**src/hwpc_pkg.sv**
```systemverilog
// Purpose: Shared constants and types for the haptic playback control block
// Assumes: 250 MHz system clock, 8-bit register port
// Notes: Every offset, field position, reset value and count lives here
package hwpc_pkg;

  // Register offsets
  localparam logic [7:0] OFS_MODE = 8'h01;
  localparam logic [7:0] OFS_RTP = 8'h02;
  localparam logic [7:0] OFS_SEQ_FIRST = 8'h04;
  localparam logic [7:0] OFS_SEQ_LAST = 8'h0b;
  localparam logic [7:0] OFS_GO = 8'h0c;
  localparam logic [7:0] OFS_AMAX = 8'h13;
  localparam logic [7:0] OFS_RATED = 8'h16;
  localparam logic [7:0] OFS_CLAMP = 8'h17;
  localparam logic [7:0] OFS_CTL1B = 8'h1b;
  localparam logic [7:0] OFS_CTL1C = 8'h1c;
  localparam logic [7:0] OFS_CTL1D = 8'h1d;
  localparam logic [7:0] OFS_STATUS = 8'h20;

  // Field positions
  localparam int STBY_BIT = 6;
  localparam int DEVRST_BIT = 7;
  localparam int GO_BIT = 0;
  localparam int WAIT_BIT = 7;
  localparam int ACCPL_BIT = 5;
  localparam int BIDIR_BIT = 7;
  localparam int FMT_BIT = 3;
  localparam int PWMAN_BIT = 1;

  // Reset values
  localparam logic [2:0] RST_MODE = 3'h0;
  localparam logic RST_STBY = 1'b1;
  localparam logic [7:0] RST_SEQ0 = 8'h01;
  localparam logic [7:0] RST_AMAX = 8'hff;
  localparam logic [7:0] RST_RATED = 8'h3f;
  localparam logic [7:0] RST_CLAMP = 8'h89;
  localparam logic [7:0] RST_CTL1B = 8'h93;
  localparam logic [7:0] RST_CTL1C = 8'hf5;
  localparam logic [7:0] RST_CTL1D = 8'ha0;

  // Mode field encodings
  localparam logic [2:0] MODE_INT = 3'h0;
  localparam logic [2:0] MODE_EDGE = 3'h1;
  localparam logic [2:0] MODE_LEVEL = 3'h2;
  localparam logic [2:0] MODE_PWMAN = 3'h3;
  localparam logic [2:0] MODE_AUDIO = 3'h4;
  localparam logic [2:0] MODE_RTP = 3'h5;

  // Data constants
  localparam logic [7:0] MID_SCALE = 8'h80;
  localparam logic [6:0] ID_MAX = 7'h7b;
  localparam logic [2:0] LAST_IDX = 3'h7;

  // Timing
  localparam int CLK_MHZ = 250;
  localparam int WAIT_UNIT_MS = 10;
  localparam int WAIT_UNIT_CYC = WAIT_UNIT_MS * CLK_MHZ * 1000;
  localparam logic [7:0] PWM_WIN_LAST = 8'hff;

  // Sequencer states
  typedef enum logic [1:0] {SQ_IDLE, SQ_LOAD, SQ_PLAY, SQ_WAIT} hwpc_seq_e;

endpackage

```
**src/hwpc_pin_meter.sv**
```systemverilog
// Purpose: Synchronise the input/trigger pin, find its rising edges, measure duty
// Assumes: Pin is asynchronous to clk_sys and slower than a few cycles
// Notes: Duty is the count of high samples over a 256-cycle window
`timescale 1ns/1ps
module hwpc_pin_meter
  import hwpc_pkg::*;
(
  input wire logic clk_sys,
  input wire logic srst,
  input wire logic pinRaw,
  output logic pinLevel,
  output logic pinRise,
  output logic [7:0] dutyLevel
);

  typedef struct packed {
    logic s0; // First synchroniser stage
    logic s1; // Second synchroniser stage
    logic s2; // Delayed copy for edge detection
    logic rise; // Registered rising edge
    logic [7:0] winCnt; // Position in window
    logic [8:0] hiCnt; // High samples so far
    logic [7:0] duty; // Last completed duty
  } hwpc_meter_s;

  hwpc_meter_s st_q;
  hwpc_meter_s st_d;
  logic [8:0] hiNext;

  // Next-state logic
  always_comb
  begin
    st_d = st_q;
    st_d.s0 = pinRaw;
    st_d.s1 = st_q.s0;
    st_d.s2 = st_q.s1;
    st_d.rise = st_q.s1 & ~st_q.s2;
    st_d.winCnt = st_q.winCnt + 8'h01;
    hiNext = st_q.hiCnt + {8'h00, st_q.s1};
    if (st_q.winCnt == PWM_WIN_LAST)
    begin
      // Full window: 256 highs saturate to full scale
      st_d.duty = hiNext[8] ? 8'hff : hiNext[7:0];
      st_d.hiCnt = 9'h000;
    end
    else
    begin
      st_d.hiCnt = hiNext;
    end
  end

  // State register
  always_ff @(posedge clk_sys)
  begin
    if (srst)
      st_q <= '0;
    else
      st_q <= st_d;
  end

  assign pinLevel = st_q.s1;
  assign pinRise = st_q.rise;
  assign dutyLevel = st_q.duty;

endmodule // hwpc_pin_meter

```
**src/hwpc_top.sv**
```systemverilog
// Purpose: Playback control: source select, closed-loop mapping, sequencer
// Assumes: Register port with read data one cycle after the read strobe
// Notes: ROM engine and output stage sit outside, on clk_sys
// Summary of operation
// - Below mid-scale input gives zero drive in bidirectional mode unless braking, except in audio mode
// - Rated sets full scale, clamp bounds output
// - Brake when back-EMF feedback asks for it, in bidirectional mode only
// - Bidirectional closed loop is the reset default
// - Realtime amplitude 8 bits, signed or unsigned
// - Mode 5 drives from realtime amplitude register
// - Mode 3 with analog select uses pin voltage
// - Analog or PWM drive runs until standby/mode
// - Analog voltage maps linearly to duty percentage
// - Mode 3 without analog select measures PWM duty
// - Audio needs mode 4, coupling and analog bits
// - Audio full scale reduced by maximum input
// - Eight entries, identifiers 1 to 123
// - Go starts playback at first entry
// - Advance on non-zero, stop at zero or eighth; a non-wait id above 123 also stops
// - MSB entry waits low bits times 10 ms
// - Modes 0/1/2: go, edge, level trigger
`timescale 1ns/1ps
module hwpc_top
  import hwpc_pkg::*;
#(
  parameter int WAIT_CYC = WAIT_UNIT_CYC // Cycles in one 10 ms wait unit
)
(
  input wire logic clk_sys,
  input wire logic srst,
  input wire logic [7:0] regAddr,
  input wire logic [7:0] regWrData,
  input wire logic regWr,
  input wire logic regRd,
  output logic [7:0] regRdData,
  input wire logic input_trigger_pin,
  input wire logic [7:0] adcLevel,
  input wire logic bemfBrake,
  input wire logic [7:0] romLevel,
  input wire logic romDone,
  output logic [7:0] driveLevel,
  output logic driveBrake,
  output logic driveActive,
  output logic romStart,
  output logic [6:0] romId
);

  typedef struct packed {
    logic [2:0] mode; // Interface mode field
    logic stby; // Standby
    logic [7:0] realtime_amplitude_value; // Streamed amplitude
    logic [7:0][7:0] seq; // Sequencer entries
    logic go; // Go bit
    logic [7:0] audio_input_fullscale; // Audio maximum input
    logic [7:0] rated; // Rated level
    logic [7:0] overdrive_limit_level; // Clamp level
    logic [7:0] ctl1b; // Holds coupling enable
    logic [7:0] ctl1c; // Holds bidirectional select
    logic [7:0] ctl1d; // Holds format and analog select
    logic [7:0] rdData; // Read data
    hwpc_seq_e state; // Sequencer state
    logic [2:0] idx; // Current entry
    logic [6:0] waitCnt; // Wait units left
    logic [21:0] unitCnt; // Cycles within a unit
    logic romStart; // Waveform start pulse
    logic [6:0] romId; // Waveform identifier
    logic [7:0] adcS0; // Analog code, stage one
    logic [7:0] adcS1; // Analog code, stage two
    logic bemfS0; // Feedback, stage one
    logic bemfS1; // Feedback, stage two
    logic [7:0] lvl; // Drive level
    logic brake; // Brake request
    logic active; // Drive active
  } hwpc_state_s;

  hwpc_state_s st_q;
  hwpc_state_s st_d;

  logic pinLevel; // Synchronised pin level
  logic pinRise; // Pin rising edge
  logic [7:0] dutyLevel; // Measured PWM duty

  // Comb temporaries
  logic goWr;
  logic startReq;
  logic stepDone;
  logic finish;
  logic [7:0] entry;
  logic [7:0] raw;
  logic [7:0] mag;
  logic direct;
  logic srcOn;
  logic [7:0] aMag;
  logic [15:0] aShift;
  logic [15:0] prod;
  logic [7:0] scaled;

  // Pin synchroniser, edge finder and duty meter
  hwpc_pin_meter uMeter (
    .clk_sys(clk_sys),
    .srst(srst),
    .pinRaw(input_trigger_pin),
    .pinLevel(pinLevel),
    .pinRise(pinRise),
    .dutyLevel(dutyLevel)
  );

  // Sequencer entry address decode, shared by read and write
  function automatic logic isSeq(input logic [7:0] a);
    isSeq = (a >= OFS_SEQ_FIRST) && (a <= OFS_SEQ_LAST);
  endfunction

  // Gain shift for audio: leading zeros of the maximum-input setting
  function automatic logic [2:0] gainShift(input logic [7:0] m);
    gainShift = 3'h0;
    for (int i = 0; i < 8; i++)
      if (m[i])
        gainShift = 3'(7 - i);
  endfunction

  // Defaults after reset or software device reset
  function automatic hwpc_state_s defaults();
    hwpc_state_s d;
    d = '0;
    d.mode = RST_MODE;
    d.stby = RST_STBY;
    d.seq[0] = RST_SEQ0;
    d.audio_input_fullscale = RST_AMAX;
    d.rated = RST_RATED;
    d.overdrive_limit_level = RST_CLAMP;
    d.ctl1b = RST_CTL1B;
    d.ctl1c = RST_CTL1C;
    d.ctl1d = RST_CTL1D;
    d.state = SQ_IDLE;
    defaults = d;
  endfunction

  // Next-state logic: register port, sequencer, drive mapping
  always_comb
  begin
    st_d = st_q;
    st_d.romStart = 1'b0;
    // Two-stage synchronisers for outside signals
    st_d.adcS0 = adcLevel;
    st_d.adcS1 = st_q.adcS0;
    st_d.bemfS0 = bemfBrake;
    st_d.bemfS1 = st_q.bemfS0;

    // Read path: unmapped offsets read as zero
    st_d.rdData = 8'h00;
    if (regRd)
    begin
      case (regAddr)
        OFS_MODE: st_d.rdData = {1'b0, st_q.stby, 3'h0, st_q.mode};
        OFS_RTP: st_d.rdData = st_q.realtime_amplitude_value;
        OFS_GO: st_d.rdData = {7'h00, st_q.go};
        OFS_AMAX: st_d.rdData = st_q.audio_input_fullscale;
        OFS_RATED: st_d.rdData = st_q.rated;
        OFS_CLAMP: st_d.rdData = st_q.overdrive_limit_level;
        OFS_CTL1B: st_d.rdData = st_q.ctl1b;
        OFS_CTL1C: st_d.rdData = st_q.ctl1c;
        OFS_CTL1D: st_d.rdData = st_q.ctl1d;
        OFS_STATUS: st_d.rdData = {5'h00, st_q.brake, st_q.active,
                                   st_q.state != SQ_IDLE};
        default:
          if (isSeq(regAddr))
            st_d.rdData = st_q.seq[3'(regAddr - OFS_SEQ_FIRST)];
      endcase
    end

    // Write path
    goWr = regWr && (regAddr == OFS_GO);
    if (regWr)
    begin
      case (regAddr)
        OFS_MODE:
        begin
          st_d.mode = regWrData[2:0];
          st_d.stby = regWrData[STBY_BIT];
        end
        OFS_RTP: st_d.realtime_amplitude_value = regWrData;
        OFS_GO: st_d.go = regWrData[GO_BIT];
        OFS_AMAX: st_d.audio_input_fullscale = regWrData;
        OFS_RATED: st_d.rated = regWrData;
        OFS_CLAMP: st_d.overdrive_limit_level = regWrData;
        OFS_CTL1B: st_d.ctl1b = regWrData;
        OFS_CTL1C: st_d.ctl1c = regWrData;
        OFS_CTL1D: st_d.ctl1d = regWrData;
        default:
          if (isSeq(regAddr))
            st_d.seq[3'(regAddr - OFS_SEQ_FIRST)] = regWrData;
      endcase
    end

    // Trigger source by mode
    startReq = ((st_q.mode == MODE_INT) && st_q.go) ||
               ((st_q.mode == MODE_EDGE) && pinRise) ||
               ((st_q.mode == MODE_LEVEL) && pinLevel);

    // Sequencer
    stepDone = 1'b0;
    finish = 1'b0;
    entry = st_q.seq[st_q.idx];
    case (st_q.state)
      SQ_IDLE:
        if (startReq && !st_q.stby)
        begin
          // Entries are taken as loaded; the host fills them first
          st_d.go = 1'b1;
          st_d.idx = 3'h0;
          st_d.state = SQ_LOAD;
        end
      SQ_LOAD:
        if (entry == 8'h00)
          finish = 1'b1;
        else if (entry[WAIT_BIT])
        begin
          st_d.waitCnt = entry[6:0];
          st_d.unitCnt = 22'h000000;
          st_d.state = SQ_WAIT;
        end
        else if (entry[6:0] > ID_MAX)
          finish = 1'b1;
        else
        begin
          st_d.romStart = 1'b1;
          st_d.romId = entry[6:0];
          st_d.state = SQ_PLAY;
        end
      SQ_PLAY:
        if (romDone)
          stepDone = 1'b1;
      SQ_WAIT:
        if (st_q.waitCnt == 7'h00)
          stepDone = 1'b1;
        else if (st_q.unitCnt == 22'(WAIT_CYC - 1))
        begin
          st_d.unitCnt = 22'h000000;
          st_d.waitCnt = st_q.waitCnt - 7'h01;
        end
        else
          st_d.unitCnt = st_q.unitCnt + 22'h000001;
      default: st_d.state = SQ_IDLE;
    endcase
    if (stepDone)
    begin
      if (st_q.idx == LAST_IDX)
        finish = 1'b1;
      else
      begin
        st_d.idx = st_q.idx + 3'h1;
        st_d.state = SQ_LOAD;
      end
    end
    // Host abort: standby, or go cleared by software while playing
    if ((st_q.state != SQ_IDLE) &&
        (st_q.stby || (goWr && !regWrData[GO_BIT])))
      finish = 1'b1;
    if (finish)
    begin
      st_d.state = SQ_IDLE;
      // A go write of one in the same cycle wins over the clear
      st_d.go = goWr && regWrData[GO_BIT];
    end

    // Source select; raw is offset binary with mid-scale as zero, except the audio magnitude
    raw = MID_SCALE;
    direct = 1'b0;
    srcOn = 1'b0;
    aMag = st_q.adcS1[7] ? {st_q.adcS1[6:0], 1'b0} :
                           {~st_q.adcS1[6:0], 1'b0};
    aShift = {8'h00, aMag} << gainShift(st_q.audio_input_fullscale);
    case (st_q.mode)
      MODE_RTP:
      begin
        srcOn = 1'b1;
        raw = st_q.ctl1d[FMT_BIT] ? st_q.realtime_amplitude_value :
              (st_q.realtime_amplitude_value ^ MID_SCALE);
      end
      MODE_PWMAN:
      begin
        srcOn = 1'b1;
        // Analog code 0..255 spans 0..1.8 V as a duty percentage
        raw = st_q.ctl1d[PWMAN_BIT] ? st_q.adcS1 : dutyLevel;
      end
      MODE_AUDIO:
        if (st_q.ctl1b[ACCPL_BIT] && st_q.ctl1d[PWMAN_BIT])
        begin
          srcOn = 1'b1;
          direct = 1'b1;
          // Power-of-two gain only: smaller sources get coarse scaling
          raw = (aShift[15:8] != 8'h00) ? 8'hff : aShift[7:0];
        end
      MODE_INT, MODE_EDGE, MODE_LEVEL:
        if (st_q.state == SQ_PLAY)
        begin
          srcOn = 1'b1;
          raw = romLevel;
        end
      default: srcOn = 1'b0;
    endcase

    // Closed-loop mapping
    if (direct || !st_q.ctl1c[BIDIR_BIT])
      mag = raw;
    else if (raw < MID_SCALE)
      mag = 8'h00;
    else
      mag = {raw[6:0], 1'b0};
    prod = mag * st_q.rated;
    scaled = prod[15:8];
    st_d.active = srcOn && !st_q.stby;
    st_d.brake = st_d.active && st_q.bemfS1 &&
                 st_q.ctl1c[BIDIR_BIT];
    if (!st_d.active)
      st_d.lvl = 8'h00;
    else if (st_d.brake || (scaled > st_q.overdrive_limit_level))
      st_d.lvl = st_q.overdrive_limit_level;
    else
      st_d.lvl = scaled;

    // Software device reset restores defaults
    if (regWr && (regAddr == OFS_MODE) && regWrData[DEVRST_BIT])
      st_d = defaults();
  end

  // State register
  always_ff @(posedge clk_sys)
  begin
    if (srst)
      st_q <= defaults();
    else
      st_q <= st_d;
  end

  assign regRdData = st_q.rdData;
  assign driveLevel = st_q.lvl;
  assign driveBrake = st_q.brake;
  assign driveActive = st_q.active;
  assign romStart = st_q.romStart;
  assign romId = st_q.romId;

  a_mid_zero: assert property (@(posedge clk_sys) disable iff (srst)
    (st_q.mode == MODE_RTP) && st_q.ctl1c[BIDIR_BIT] && st_q.ctl1d[FMT_BIT]
    && (st_q.realtime_amplitude_value < MID_SCALE) && !st_q.bemfS1
    && !regWr |=> (st_q.lvl == 8'h00))
    else $error("Below mid-scale input produced drive");

  a_clamp_bound: assert property (@(posedge clk_sys) disable iff (srst)
    1'b1 |=> (st_q.lvl <= $past(st_q.overdrive_limit_level)))
    else $error("Drive level above clamp");

  a_brake_cause: assert property (@(posedge clk_sys) disable iff (srst)
    st_q.brake |-> $past(st_q.bemfS1))
    else $error("Brake without feedback request");

  a_reset_bidir: assert property (@(posedge clk_sys)
    $past(srst) && !srst |-> st_q.ctl1c[BIDIR_BIT] && st_q.stby)
    else $error("Not bidirectional after reset");

  a_signed_zero: assert property (@(posedge clk_sys) disable iff (srst)
    (st_q.mode == MODE_RTP) && !st_q.ctl1d[FMT_BIT] && !st_q.bemfS1
    && (st_q.realtime_amplitude_value == 8'h00) && !regWr
    |=> (st_q.lvl == 8'h00))
    else $error("Signed zero amplitude produced drive");

  a_rtp_active: assert property (@(posedge clk_sys) disable iff (srst)
    (st_q.mode == MODE_RTP) && !st_q.stby && !regWr |=> st_q.active)
    else $error("Realtime mode not driving");

  a_audio_gate: assert property (@(posedge clk_sys) disable iff (srst)
    st_q.active && (st_q.mode == MODE_AUDIO) && !$past(regWr)
    |-> st_q.ctl1b[ACCPL_BIT] && st_q.ctl1d[PWMAN_BIT])
    else $error("Audio drive without enables");

  a_seq_start: assert property (@(posedge clk_sys) disable iff (srst)
    (st_q.state == SQ_IDLE) && startReq && !st_q.stby && !regWr
    |=> (st_q.state == SQ_LOAD) && (st_q.idx == 3'h0) && st_q.go)
    else $error("Sequencer did not start at first entry");

  a_zero_stop: assert property (@(posedge clk_sys) disable iff (srst)
    (st_q.state == SQ_LOAD) && (entry == 8'h00) && !regWr
    |=> (st_q.state == SQ_IDLE) && !st_q.go)
    else $error("Zero entry did not end playback");

  a_wait_load: assert property (@(posedge clk_sys) disable iff (srst)
    (st_q.state == SQ_LOAD) && entry[WAIT_BIT] && !st_q.stby && !regWr
    |=> (st_q.state == SQ_WAIT) && (st_q.waitCnt == $past(entry[6:0])))
    else $error("Wait entry not loaded");

endmodule // hwpc_top

```
**config.mk**
```make
export PLATFORM = sky130hd
export DESIGN_NAME = hwpc_top
export DESIGN_NICKNAME = d
export VERILOG_FILES = /design/src/hwpc_pkg.sv /design/src/hwpc_pin_meter.sv /design/src/hwpc_top.sv
export SDC_FILE = /design/constraint.sdc
export NUM_CORES = 1
export LEC_CHECK = 0
export BUFFER_PORTS_ARGS = -buffer_cell sky130_fd_sc_hd__buf_2
export CAP_MARGIN = 20
export CORE_ASPECT_RATIO = 1.4
export CORE_MARGIN = 5
export CORE_UTILIZATION = 35
export CTS_CLUSTER_DIAMETER = 150
export DETAILED_ROUTE_END_ITERATION = 16
export PLACE_DENSITY = 0.55
export SLEW_MARGIN = 20
export SYNTH_ARGS = -nofsm -noshare
export SYNTH_HDL_FRONTEND = slang
export SYNTH_SLANG_ARGS = --single-unit
```
**constraint.sdc**
```tcl
create_clock -name clk_sys -period 9.75 [get_ports clk_sys]
set_input_delay 1.95 -clock clk_sys [delete_from_list [all_inputs] [get_ports clk_sys]]
set_output_delay 1.95 -clock clk_sys [all_outputs]
set_load 0.05 [all_outputs]
```
## Word-level counts from Yosys, hierarchy flattened

Cells that the tools add are included.

| cells by class | value |
|---|---|
| shift operators | 1 |
| bitwise gates (word level) | 11 |
| reduce and logical (&&, ||, !) cells | 52 |
| $mul | 1 |
| equal/unequal tests | 25 |
| multiplexer cells | 69 |
| $lt $le $gt $ge | 8 |
| $add $sub $neg | 6 |

Operators by type and width:

| cell | count |
|---|---|
| 8-bit 2-to-1 mux | 22 |
| 8-bit one-hot mux with 10 select lines | 1 |
| 64-bit bitwise mux | 1 |
| 29-bit 2-to-1 mux | 2 |
| 29-bit one-hot mux with 2 select lines | 1 |
| 49-bit 2-to-1 mux | 1 |
| 8-bit binary-select mux with 3-bit select | 2 |
| 8-bit by 5-bit == test with 1-bit output (second input constant) | 6 |
| 37-bit 2-to-1 mux | 1 |
| 8-bit one-hot mux with 4 select lines | 1 |
| 3-bit 2-to-1 mux | 9 |
| 8-bit demux with 3-bit select | 1 |
| 22-bit by 1-bit adder with 22-bit output (second input constant) | 1 |
| 22-bit == test (second input constant) | 1 |
| 22-bit 2-to-1 mux | 1 |
| 1-bit logical AND | 16 |
| 8-bit by 8-bit multiplier with 16-bit output | 1 |
| 1-bit 2-to-1 mux | 16 |
| 2-bit AND reduction | 8 |
| 8-bit by 3-bit left shift with 16-bit output | 1 |
| 5-bit 2-to-1 mux | 3 |
| 3-bit OR reduction | 4 |
| 9-bit by 1-bit adder with 9-bit output | 1 |
| 3-bit == test (second input constant) | 3 |
| other kinds (43) | 69 |

| storage, ports and cells | value |
|---|---|
| input port bits | 39 |
| output and inout port bits | 26 |
| flip-flop bits (word level) | 232 |

## Longest topological paths before layout

| depth | value |
|---|---|
| word-level depth | 20 |
| gate-level depth with buffers | 39 |
| mapped depth without buffers | 37 |

## Hierarchy

From an unflattened synthesis, not the netlist that was laid out.

| second synthesis, totals | value |
|---|---|
| cell total of the unflattened synthesis | 1568 |
| area, all modules | 13761.9 um^2 |

Modules (own cells, without submodules):

| module | times used | area each (um^2) | cells each |
|---|---|---|---|
| hwpc_top | 1 | 12599.6 | 1450 |
| hwpc_pin_meter | 1 | 1162.4 | 118 |

## Least setup slack after synthesis

OpenSTA, ideal clock, no wires.

| path | value |
|---|---|
| kind | input port to flip-flop |
| start point | input port romLevel[7] |
| end point | register st_q (netlist bit driveLevel[3]) |
| cell stages on the path | 34 |
| data arrival time | 8.541 ns |
| path buffers | 1 |
| setup slack | 1.087 ns |
| library setup time | 0.122 ns |
| path through | nor3b_1 -> o22ai_1 -> a21oi_1 -> a21boi_1 -> nor2_1 -> a22oi_1 -> nor2b_1 -> fa_1 -> inv_1 -> fa_1 -> inv_1 -> fa_1 -> inv_1 -> fa_1 -> inv_1 -> ha_1 -> o21ai_0 -> a211o_1 -> o31ai_4 -> nor2_1 -> o21ba_2 -> xnor2_1 -> ha_1 -> nor2b_1 -> o21a_1 -> o21ai_0 -> nand2b_1 -> a21oi_1 -> o21ai_0 -> a32oi_1 -> clkbuf_1 -> nor2_1 -> a21oi_1 -> nor2_1 |

| on the way | value |
|---|---|
| longest elaborated chain between the ends | 9 |

RTL lines:

| item | line | text |
|---|---|---|
| start: declaration | hwpc_top.sv:39 | `input wire logic [7:0] romLevel,` |
| 8-bit 2-to-1 mux (*) | hwpc_top.sv:295 | `if (st_q.state == SQ_PLAY)` |
| 8-bit one-hot mux with 4 select lines (*) | hwpc_top.sv:273 | `case (st_q.mode)` |
| 8-bit < comparator | hwpc_top.sv:306 | `else if (raw < MID_SCALE)` |
| 8-bit 2-to-1 mux | hwpc_top.sv:306 |  |
| 8-bit 2-to-1 mux (*) | hwpc_top.sv:304 | `if (direct \|\| !st_q.ctl1c[BIDIR_BIT])` |
| 8-bit by 8-bit multiplier with 16-bit output (*) | hwpc_top.sv:310 | `prod = mag * st_q.rated;` |
| 8-bit > comparator | hwpc_top.sv:317 | `else if (st_d.brake \|\| (scaled > st_q.overdrive_limit_level))` |
| 1-bit logical OR | hwpc_top.sv:317 |  |
| 8-bit 2-to-1 mux (*) | hwpc_top.sv:317 |  |
| end signal: assignment | hwpc_top.sv:331 | `st_q <= defaults();` |
| end signal: assignment | hwpc_top.sv:333 | `st_q <= st_d;` |
| end: declaration | hwpc_top.sv:76 | `hwpc_state_s st_q;` |

Mark *: on every way between the ends. The rest lies on a longest branch, timed or not.
A chain may end at the register's enable or synchronous reset.

## Worst setup path after layout

| path | value |
|---|---|
| start point | register st_q[19] (netlist bit) |
| end point | register st_q (netlist bit driveLevel[1]) |

| on the way | value |
|---|---|
| longest elaborated chain between the ends | 13 |
| elaborated cells on any way between the ends | 14 |
| those cells by class | mul: 1; order compare: 2; shift: 1; mux: 8; reduce/logical: 2 |

RTL lines:

| item | line | text |
|---|---|---|
| 8-bit 2-to-1 mux | hwpc_top.sv:270 | `aMag = st_q.adcS1[7] ? {st_q.adcS1[6:0], 1'b0} :` |
| 8-bit by 3-bit left shift with 16-bit output | hwpc_top.sv:272 | `aShift = {8'h00, aMag} << gainShift(st_q.audio_input_fullscale);` |
| 8-bit nonzero test | hwpc_top.sv:292 | `raw = (aShift[15:8] != 8'h00) ? 8'hff : aShift[7:0];` |
| 8-bit 2-to-1 mux | hwpc_top.sv:292 |  |
| 8-bit 2-to-1 mux | hwpc_top.sv:287 | `if (st_q.ctl1b[ACCPL_BIT] && st_q.ctl1d[PWMAN_BIT])` |
| 8-bit one-hot mux with 4 select lines (*) | hwpc_top.sv:273 |  |
| 8-bit < comparator | hwpc_top.sv:306 |  |
| 8-bit 2-to-1 mux | hwpc_top.sv:306 |  |
| 8-bit 2-to-1 mux (*) | hwpc_top.sv:304 |  |
| 8-bit by 8-bit multiplier with 16-bit output (*) | hwpc_top.sv:310 |  |
| 8-bit > comparator | hwpc_top.sv:317 |  |
| 1-bit logical OR | hwpc_top.sv:317 |  |
| 8-bit 2-to-1 mux (*) | hwpc_top.sv:317 |  |

Marks and branches as above.

==> reports/metrics.cfg <==
[outcome]
outcome = complete, no violations

[synth]
syn_avg_cell_area_um2 = 8.79
syn-cell-area_um2 = 13600
ys_types = 81
ys_seq_area_share_pct = 34.2
async_flop_share_pct = 0
syn_inst = 1547
synth_edf_count = 0
yosysWarningCount = 0
synth_seq_cells = 232
synthFlopType = dfxtp_1
syn_nets = 1669

[place]
globalplace.congestion = 0.897
place_ws_ns = 0.723
io_buffers = 64
hpwl_um = 27100

[cells_and_area]
n_fill_cell = 3923
final_common_cell = dfxtp_1
nNetsFinal = 1665
drive_gt1_share_pct = 13.5
syn_to_final_growth_pct = 10.9
antenna_cells = 0
final_cell_mix = dfxtp_1, nor2_1, nand2_1, mux2i_1, nand3_1

[setup_path]
cp.required_ns = 10.17
crit_path_frequent_cell = inv_1
crit_type = reg2reg
arrival_ns = 8.91
critical-path-slowest-cell = dfxtp_1
path_max_fanout = 15
worstSetupEndpointType = flip-flop
slowest_delay_ns = 0.65
rr_worst_depth = 35
start_kind = flip-flop

[worst_hold_path]
whs_path_depth = 1
hp-class = reg2reg

[global_route]
overflow = 0
antenna_found_initial = 1
grt_pass1_wl_um = 59800
grt_pass1_vias = 10822
grt_usage_pct = 17.2
grt_max_degree = 70

[detailed_routing]
post_drt_via_cell_ratio = 5.30
dr_wl_met2_um = 18400
drt_iter0_markers = 662
drc = 0
via_count = 11038
ant_nets = 0
routed_wl_um = 37100
dr.pass1.iters = 5
highest_layer = met5
route.met3.wl_um = 1860
wl_per_cell_um = 17.8
met1Wirelength_um = 16100

[clock_network]
cts_buffers = 27
cts-resized-gates = 0
ctsRootBufferMaster = clkbuf_16
clock_path_buffers = 3
cts_tree = built
clk_latency_ns = 0.53
postCtsSetupBuffers = 0
htreeDepth = 1
clkTransAtPathRegs_ns = 0.06
clkSinkCount = 232
cts_hold_buf = 0

[power_and_ir_drop]
power_density_nw_per_um2 = 135
internal_power_uw = 1580
vdd_ir_drop_max_mv = 0.131
power.switching_uw = 454
power_frac_clock_pct = 48.9
combinationalPowerShare_pct = 3.8
swShare_pct = 22.4
seq_power_share_pct = 47.3
p_leak_uw = 0.00591

[floorplanning]
coreArea_um2 = 38400
io_pins = 65
rows = 85
die-area_um2 = 42900
die_w_um = 177
die_y_um = 243
initial_core_util_pct = 35.4

[sta]
worst_pin_slew_ns = 1.08
max-slew-margin-rel_pct = 27.6
hold_viol_final = 0
finalCritPeriodShare_pct = 87.1
fin_tns_setup_ns = 0
rsz0062_at_grt = no
slew_violations = 0
worst_slack_ns = 1.26
finClkSkew_ns = 0.0113
max_freq_mhz = 118
setup_viol = 0
finalCriticalPeriod_ns = 8.49

[flow_run]
drv_cap = 0

## cell type report
class | count | area (µm²) | area share, %
clock inverter | 9 | 78.8 | 0.523
inverter | 74 | 278 | 1.84
clock buffer | 38 | 807 | 5.36
tap | 522 | 653 | 4.33
multi-input combinational | 1131 | 8190 | 54.3
sequential | 232 | 4640 | 30.8
timing repair buffer | 77 | 418 | 2.77
## power by group through the flow
stage | registers [µW] | clock network (µW) | logic (µW)
after floorplan | 978 | 0 | 50.5
after global placement | 981 | 0 | 76.6
after detailed placement | 981 | 0 | 77.3
after CTS | 960 | 1020 | 77.5
after global routing | 960 | 1070 | 84.3
final | 960 | 994 | 77.4
## synth_stat cells, types with 35 or more instances
cell type  instances  area, µm²
a21oi_1           71        355
fa_1              35        701
and2_1            48        300
nand3_1           87        435
nand2_1          155        582
nor2_1           182        683
inv_1             72        270
mux2i_1           89        891
clkbuf_1          60        225
dfxtp_1          232       4640
ha_1              48        601
nor2b_1           38        238
## final timing paths
check | start | endpoint | slack [ns]
max reg2reg | st_q[19] | driveLevel[1] | 1.26
min reg2reg | uMeter.st_q[26] | uMeter.pinRise | 0.38
min | uMeter.st_q[26] | uMeter.pinRise | 0.38
max | st_q[19] | driveLevel[1] | 1.26
## cell families after synthesis
kind of cell | count (synthesis) | synth area share (%)
AND/OR/NAND/NOR | 630 | 22.3
flip-flops | 232 | 34.2
AO/OA/AOI/OAI | 238 | 12.1
XOR/XNOR | 43 | 2.77
adder cells (fa/ha/maj) | 83 | 9.57
multiplexers | 137 | 13.2
buffers and inverters | 184 | 5.87
## worst max-delay path: cells and delay by family (launching register included)
kind                       cells  cell delay, ns
and+or+nand+nor                6            0.94
AOI/OAI and AO/OA             14            2.80
adders and majority gates      6            2.63
xor gates and xnor gates       1            0.21
DFF                            1            0.65
buffers and inverters          7            0.98
muxes                          1            0.16
## layer usage
metal | vias up | global-route usage [%]
li1 | 5376 | -
met1 | 5343 | 22.2
met2 | 263 | 29.9
met3 | 54 | 2.60
met4 | 2 | 4.30
met5 | - | 0
## per-stage QoR
stage / util [%] / area [µm²] / total power (µW) / instances / hold slack [ns]
final: 39.2 / 15100 / 2030 / 2083 / 0.383
after global routing: 39.2 / 15100 / 2110 / 2083 / 0.415
after CTS: 39.2 / 15100 / 2060 / 2083 / 0.385
after detailed placement: 36.9 / 14200 / 1060 / 2036 / 0.377
after global placement: 36.9 / 14200 / 1060 / 2036 / 0.372
after floorplan: - / 13600 / 1030 / 1547 / 0.367
## state kept, by name, indices dropped and copies added, names as in the netlist, 7 cells and up
register / flops
uMeter.dutyLevel: 8
st_q: 177
uMeter.st_q: 18
driveLevel: 8
romId: 7
regRdData: 8
(Power assumes the default switching activity.)
